$ cat config.mk
export PLATFORM = sky130hd
export DESIGN_NAME = error_history_mem
export DESIGN_NICKNAME = d
export VERILOG_FILES = /design/src/core/error_history_mem.sv
export SDC_FILE = /design/constraint.sdc
export NUM_CORES = 1
export LEC_CHECK = 0
export BUFFER_PORTS_ARGS = -buffer_cell sky130_fd_sc_hd__buf_2
export CORE_MARGIN = 2
export CORE_UTILIZATION = 40
export DETAILED_ROUTE_END_ITERATION = 8
export SYNTH_ARGS = -nofsm -noshare
export SYNTH_HDL_FRONTEND = slang
export SYNTH_SLANG_ARGS = --single-unit
$ cat constraint.sdc
create_clock -name mclk -period 1.97 [get_ports mclk]
set_clock_uncertainty 0.1 [all_clocks]
set_input_delay 0.197 -clock mclk [delete_from_list [all_inputs] [get_ports mclk]]
set_output_delay 0.197 -clock mclk [all_outputs]
set_load 0.01 [all_outputs]
$ cat src/core/error_history_mem.sv
// small memory recording the last rejected error codes
`timescale 1ns/10ps
module error_history_mem #(
  parameter int DEPTH = 8,
  parameter int WIDTH = 16
) (
  input wire logic mclk,
  input wire logic we,
  input wire logic [$clog2(DEPTH)-1:0] waddr,
  input wire logic [WIDTH-1:0] wdata,
  input wire logic [$clog2(DEPTH)-1:0] raddr,
  output logic [WIDTH-1:0] rdata_q
);

  logic [WIDTH-1:0] mem_q [DEPTH];

  initial
  begin
    if (DEPTH < 2 || (DEPTH & (DEPTH - 1)) != 0)
      $error("error_history_mem: DEPTH must be a power of two");
  end

  // write port and registered read
  always_ff @(posedge mclk)
  begin
    if (we)
      mem_q[waddr] <= wdata;
    rdata_q <= mem_q[raddr];
  end

endmodule : error_history_mem

==> summary.txt, run 1 <==
Setup path
  – Worst Path Required: 2.17 ns
  – Crit. Startpoint: mem_q[3][6]
  – CP endpoint: rdata_q[6]
  – Crit Path Max Fanout: 1
  – Worst r2r src: mem_q[3][6]
  – Crit. End Element: flop
  – WS Path Type: reg2reg
  – Crit start category: flop
  – R2r endpoint: rdata_q[6]
  – Crit path DAT: around 1.6 ns
  – Worst r2r path cells: 2
  – R2R setup slack: roughly 0.60 ns

Placed design
  – Port-buffer cells: 39
  – DP Area: roughly 5800 µm²
  – Routability cong.: 0.689
  – Number of instances in the placed design: 430
  – Post-DP HPWL: approximately 4800 µm

Timing
  – RSZ-0062 raised after global routing: false
  – Hold Violations, Final: 0
  – Final setup violating endpoints: 0
  – Part of the cycle the worst path needs: between 60% and 70%
  – Setup TNS: 0 ns
  – Minimum clock period after layout: 1.37 ns
  – Worst Max-Slew Pin Slew: approximately 0.54 ns
  – FMAX: approximately 0.73 GHz
  – Worst rel slew slack: approximately 64%
  – Pins Over Slew Limit: 0

Clock network
  – Clock Sink Count: about 140
  – Inserted Clock Buffers: 17
  – Clock Tree Buf Depth: 2
  – Worst skew pair latency: 0.41 ns
  – Postcts setup bufs: 0
  – CTS H-tree depth: 4
  – Clk slew on worst S/H paths: about 0.060 ns
  – CTS tree: built
  – CTS root buf: clkbuf_16

Synthesis
  – Count of cell types in the netlist: 12
  – Syn_area_per_cell: around 25 µm²
  – Post-synth top flop: edfxtp_1
  – Syn_nets: 238
  – #FFs+latches synth: ~140
  – EDFF count, synth: between 100 and 150
  – Commonest cells post-synth: 128 x edfxtp_1, 28 x mux4_1, 16 x dfxtp_1, 16 x mux2_2, 6 x nor2_1
  – YS warnings: 0
  – Sequential share of the synthesized area: roughly 80%
  – Synth async-reset ratio: 0%
  – Post-synth top area cell: edfxtp_1
  – Synth top area share: 72.6%
  – Leading post-synthesis cells by cell area: edfxtp_1 73%, mux4_1 14%, dfxtp_1 6.1%
  – Post-synthesis cell count: 214
  – Top-count cell post-synth: edfxtp_1
  – Synthesized cell area: between 5000 and 6000 µm²

Global routing
  – First-pass GRT wire length: about 14000 µm
  – Total grt overflow: 0
  – GRT Util Overall: between 10% and 20%
  – Pin count of the biggest net entering global routing: 33
  – Vias in the first global route: between 2000 and 2500
  – Initial antenna violation count: 0

Power and ir drop
  – Worst VDD drop: about 0.00058 V
  – Power per standard cell area: roughly 1100 nW/µm²
  – Leakage: ~0.0023 µW

Layout
  – Final Instance Count excl. Fillers: roughly 480
  – # diodes: 0
  – Finished layout cell area: 6580 µm²
  – Nets: 313
  – Share of layout cells above drive strength 1: about a third
  – Final core utilization: about half
  – Area grow syn2layout: 24.2%

Die
  – I/O pins: 40
  – Core area: 13100 µm²
  – Die area: roughly 14000 µm²
  – Initial Utilization: 40.5%
  – Die Ht: 119 µm
  – Die W: ~120 µm
  – Row cnt: 42

Drt
  – WL per Instance: between 15 and 20 µm
  – DR vias/cell: around 5
  – DR iter-0 viols: 206
  – Pre-Repair DR Iteration Count: 4
  – Routed Antenna Nets: 0
  – Final wirelength: ~9300 µm
  – Remaining DRCs: 0
  – DR vias: between 2000 and 2500

Run
  – Max cap viols: 0

Worst hold path
  – Hold Path Class: in2reg

Run status
  – Status: complete, no violations
## cell usage in the layout, fill, tap and decap left out, drive strengths merged
cell / synthesis / layout
bufinv: 0 / 6
nor2: 6 / 6
edfxtp: 128 / 128
dfxtp: 16 / 16
buf: 8 / 49
mux4: 32 / 32
dlygate4sd3: 0 / 16
mux2: 16 / 16
nand2b: 3 / 3
nand2: 2 / 2
nor3: 2 / 2
clkinvlp: 0 / 2
clkinv: 0 / 3
clkbuf: 1 / 21
## timing repair
action / 4_1_cts / 5_1_grt
hold buffers: 16 / 0
gates resized for setup: 0 / 0
endpoints found under the hold margin: 128 / 0
## stage by stage
stage,power [µW],setup WS (ns),hold slack (ns)
after global placement,3870,0.334,0.362
after global routing,7600,0.550,0.277
after CTS,7450,0.586,0.278
after floorplan,3730,0.0412,0.196
final,7380,0.601,0.285
after detailed placement,3880,0.317,0.368
## power by group
part | internal (µW) | switching [µW]
Sequential | 3450 | 28.5
Clock | 2400 | 1150
Combinational | 180 | 173
## cell families (layout without fill, tap and decap cells)
logic type	count (synthesis)	after routing	synth area share, %
flip-flops	144	144	78.7
buffers and inverters	9	97	1.23
AND/OR/NAND/NOR	13	13	1.11
multiplexers	48	48	19.0
## flip-flops by register name, summed over array words and instances (netlist names)
name	cells
rdata_q	16
mem_q	128
## worst min-delay path by stage
stage                    from      endpoint  slack (ns)  depth (start not counted)
global placement     wdata[1]   mem_q[1][1]        0.36                          1
floorplan            wdata[0]   mem_q[0][0]        0.20                          0
CTS                  raddr[1]    rdata_q[4]        0.28                          2
detailed placement  wdata[15]  mem_q[0][15]        0.37                          1
finish               raddr[1]    rdata_q[4]        0.28                          2
global route         raddr[1]    rdata_q[1]        0.28                          2
## cell type report
type	count	area (µm²)
clock inverters	11	210
repair buffers	65	455
fillers	1032	6510
flip-flops and latches	144	4160
multi-input cells	61	1070
clock buffers	21	450
well taps	176	220
## per-layer routing
metal / global-route usage (%) / up-vias / part of all wire (%)
li1: - / 1075 / -
met1: 18.4 / 1190 / 45
met2: 22.3 / 52 / 48
met3: 4.21 / 19 / 3.7
met4: 7.44 / 0 / 2.9
met5: 0 / - / 0
## worst max-delay path, stage by stage (launching register included)
cell and delay (ns):
edfxtp_1 0.36, mux4_1 0.52, mux2_2 0.28
(Power assumes the default switching activity.)
==> run 2, diff against run 1 <==
- clock period: 1.97 -> 1.45 ns (I/O delays scaled with it)
==> summary.txt, run 2 (same netlist as run 1, synthesis figures left out) <==
Run status
  – Status: complete, no violations

Power and ir drop
  – Internal power: between 8000 and 9000 µW
  – Clk network pwr share: a little under half
  – Net Sw Power: between 1500 and 2000 µW
  – Switch share: about 18%
  – Power per standard cell area: around 1500 nW/µm²
  – Logic pwr share: just over 5%
  – Leakage: about 0.0024 µW
  – Worst VDD drop: 0.000860 V
  – Seq pwr share: between 40% and 50%

Global routing
  – Total grt overflow: 0
  – Vias in the first global route: roughly 2500
  – Layer with the highest usage: met2
  – GR Layer Usage met1: ~18%
  – Met3 Track Usage GR: between 4 and 5%
  – GRT Util Overall: 14.0%
  – Pin count of the biggest net entering global routing: 33
  – First-pass GRT wire length: between 10000 and 15000 µm
  – GR Layer Usage met2: 22.6%
  – Initial antenna violation count: 0

Clock network
  – CTS hold repair buffers: 16
  – Inserted Clock Buffers: 17
  – CTS H-tree depth: 4
  – Postcts setup bufs: 0
  – Post-CTS sizing: 0
  – CTS root buf: clkbuf_16
  – CTS tree: built
  – Clock Sink Count: approximately 140
  – Worst skew pair latency: between 0.4 and 0.5 ns
  – Clk slew on worst S/H paths: about 0.060 ns
  – Clock Tree Buf Depth: 2

Worst hold path
  – Worst Hold Depth: 3
  – Hold Path Class: in2reg

Layout
  – Most frequent cells in the layout: 128 x edfxtp_1, 39 x buf_2, 28 x mux4_1
  – Share of layout cells above drive strength 1: between 30% and 40%
  – Top flop regs: mem_q: 128 flops, rdata_q: 16 flops
  – Most common cell after layout, fill and taps aside: edfxtp_1
  – Finished layout cell area: 6730 µm²
  – Area grow syn2layout: 27.2%
  – Max FFs per register: about 130
  – Nets: approximately 320
  – # diodes: 0
  – Reg with most FFs: mem_q

Timing
  – Worst rel slew slack: around 85%
  – Pins Over Slew Limit: 0
  – Worst Max-Slew Pin Slew: between 0.2 and 0.25 ns
  – Setup TNS: 0 ns
  – Minimum clock period after layout: 1.37 ns
  – RSZ-0062 raised after global routing: false
  – Hold Violations, Final: 0
  – Final setup violating endpoints: 0
  – FMAX: between 0.7 and 0.8 GHz
  – Part of the cycle the worst path needs: 94.6%
  – Final worst slack: about 0.08 ns

Die
  – Initial Utilization: 40.5%
  – Row cnt: 42
  – Die Ht: 119 µm
  – Die W: ~120 µm
  – Core area: about 13000 µm²
  – Die area: ~14000 µm²
  – I/O pins: 40

Setup path
  – Crit start category: flop
  – Crit. End Element: flop
  – Worst r2r src: mem_q[3][10]
  – CP endpoint: rdata_q[10]
  – Crit. Startpoint: mem_q[3][10]
  – Crit Path Max Fanout: 1
  – Worst r2r path cells: 2
  – Crit path DAT: ~1.6 ns
  – R2R setup slack: a little under 0.08 ns
  – WS Path Type: reg2reg
  – Worst Path Required: 1.64 ns
  – R2r endpoint: rdata_q[10]

Placed design
  – Post-DP HPWL: 4970 µm
  – DP Area: 5900 µm²
  – Port-buffer cells: 39
  – Routability cong.: 0.645
  – Pre-CTS WS: -0.114 ns

Drt
  – Pre-Repair DR Iteration Count: 4
  – DR vias/cell: ~5
  – Routed Antenna Nets: 0
  – WL per Instance: approximately 19 µm
  – DR vias: 2346
  – DR iter-0 viols: roughly 220
  – Final wirelength: approximately 9000 µm
  – Remaining DRCs: 0

Run
  – Max cap viols: 0
==> run 2: per-layer routing <==
layer / share of wire (%) / vias up
met5: 0 / -
met4: 1.2 / 0
met3: 3.1 / 10
met2: 50 / 37
met1: 46 / 1220
li1: - / 1079
==> run 2: layout make-up <==
type | count | area, µm²
clock buffer | 21 | 460
clock inverter | 11 | 210
fill | 1032 | 6350
multi-input combinational | 61 | 1070
sequential | 144 | 4160
tap | 176 | 220
timing repair buffer | 68 | 603
==> run 2: how the worst min path moves through the flow <==
stage / end / startpoint / slack (ns)
floorplan: mem_q[0][0] / wdata[0] / 0.14
global placement: mem_q[1][3] / wdata[3] / 0.31
detailed placement: mem_q[5][0] / wdata[0] / 0.32
CTS: rdata_q[0] / raddr[1] / 0.09
global route: rdata_q[13] / raddr[1] / 0.11
finish: rdata_q[0] / raddr[1] / 0.1
==> run 2: worst max-delay path, stage by stage (launching register included) <==
cell and delay [ns]:
edfxtp_1 0.36, mux4_1 0.52, mux2_2 0.27
==> run 2: power by group through the flow <==
stage	Combinational, µW	Sequential, µW	Clock, µW
after global routing	555	4740	5090
after CTS	522	4730	4910
after detailed placement	487	4810	0
final	510	4730	4840
after floorplan	237	4830	0
after global placement	479	4810	0
==> run 2: through the flow <==
step,utilization [%],instances,hold slack (ns),power [µW]
global placement,45.1,433,0.312,5290
floorplan,-,214,0.144,5060
CTS,51.5,481,0.0912,10200
detailed placement,45.1,433,0.319,5300
finish,51.5,481,0.0982,10100
global route,51.5,481,0.108,10400
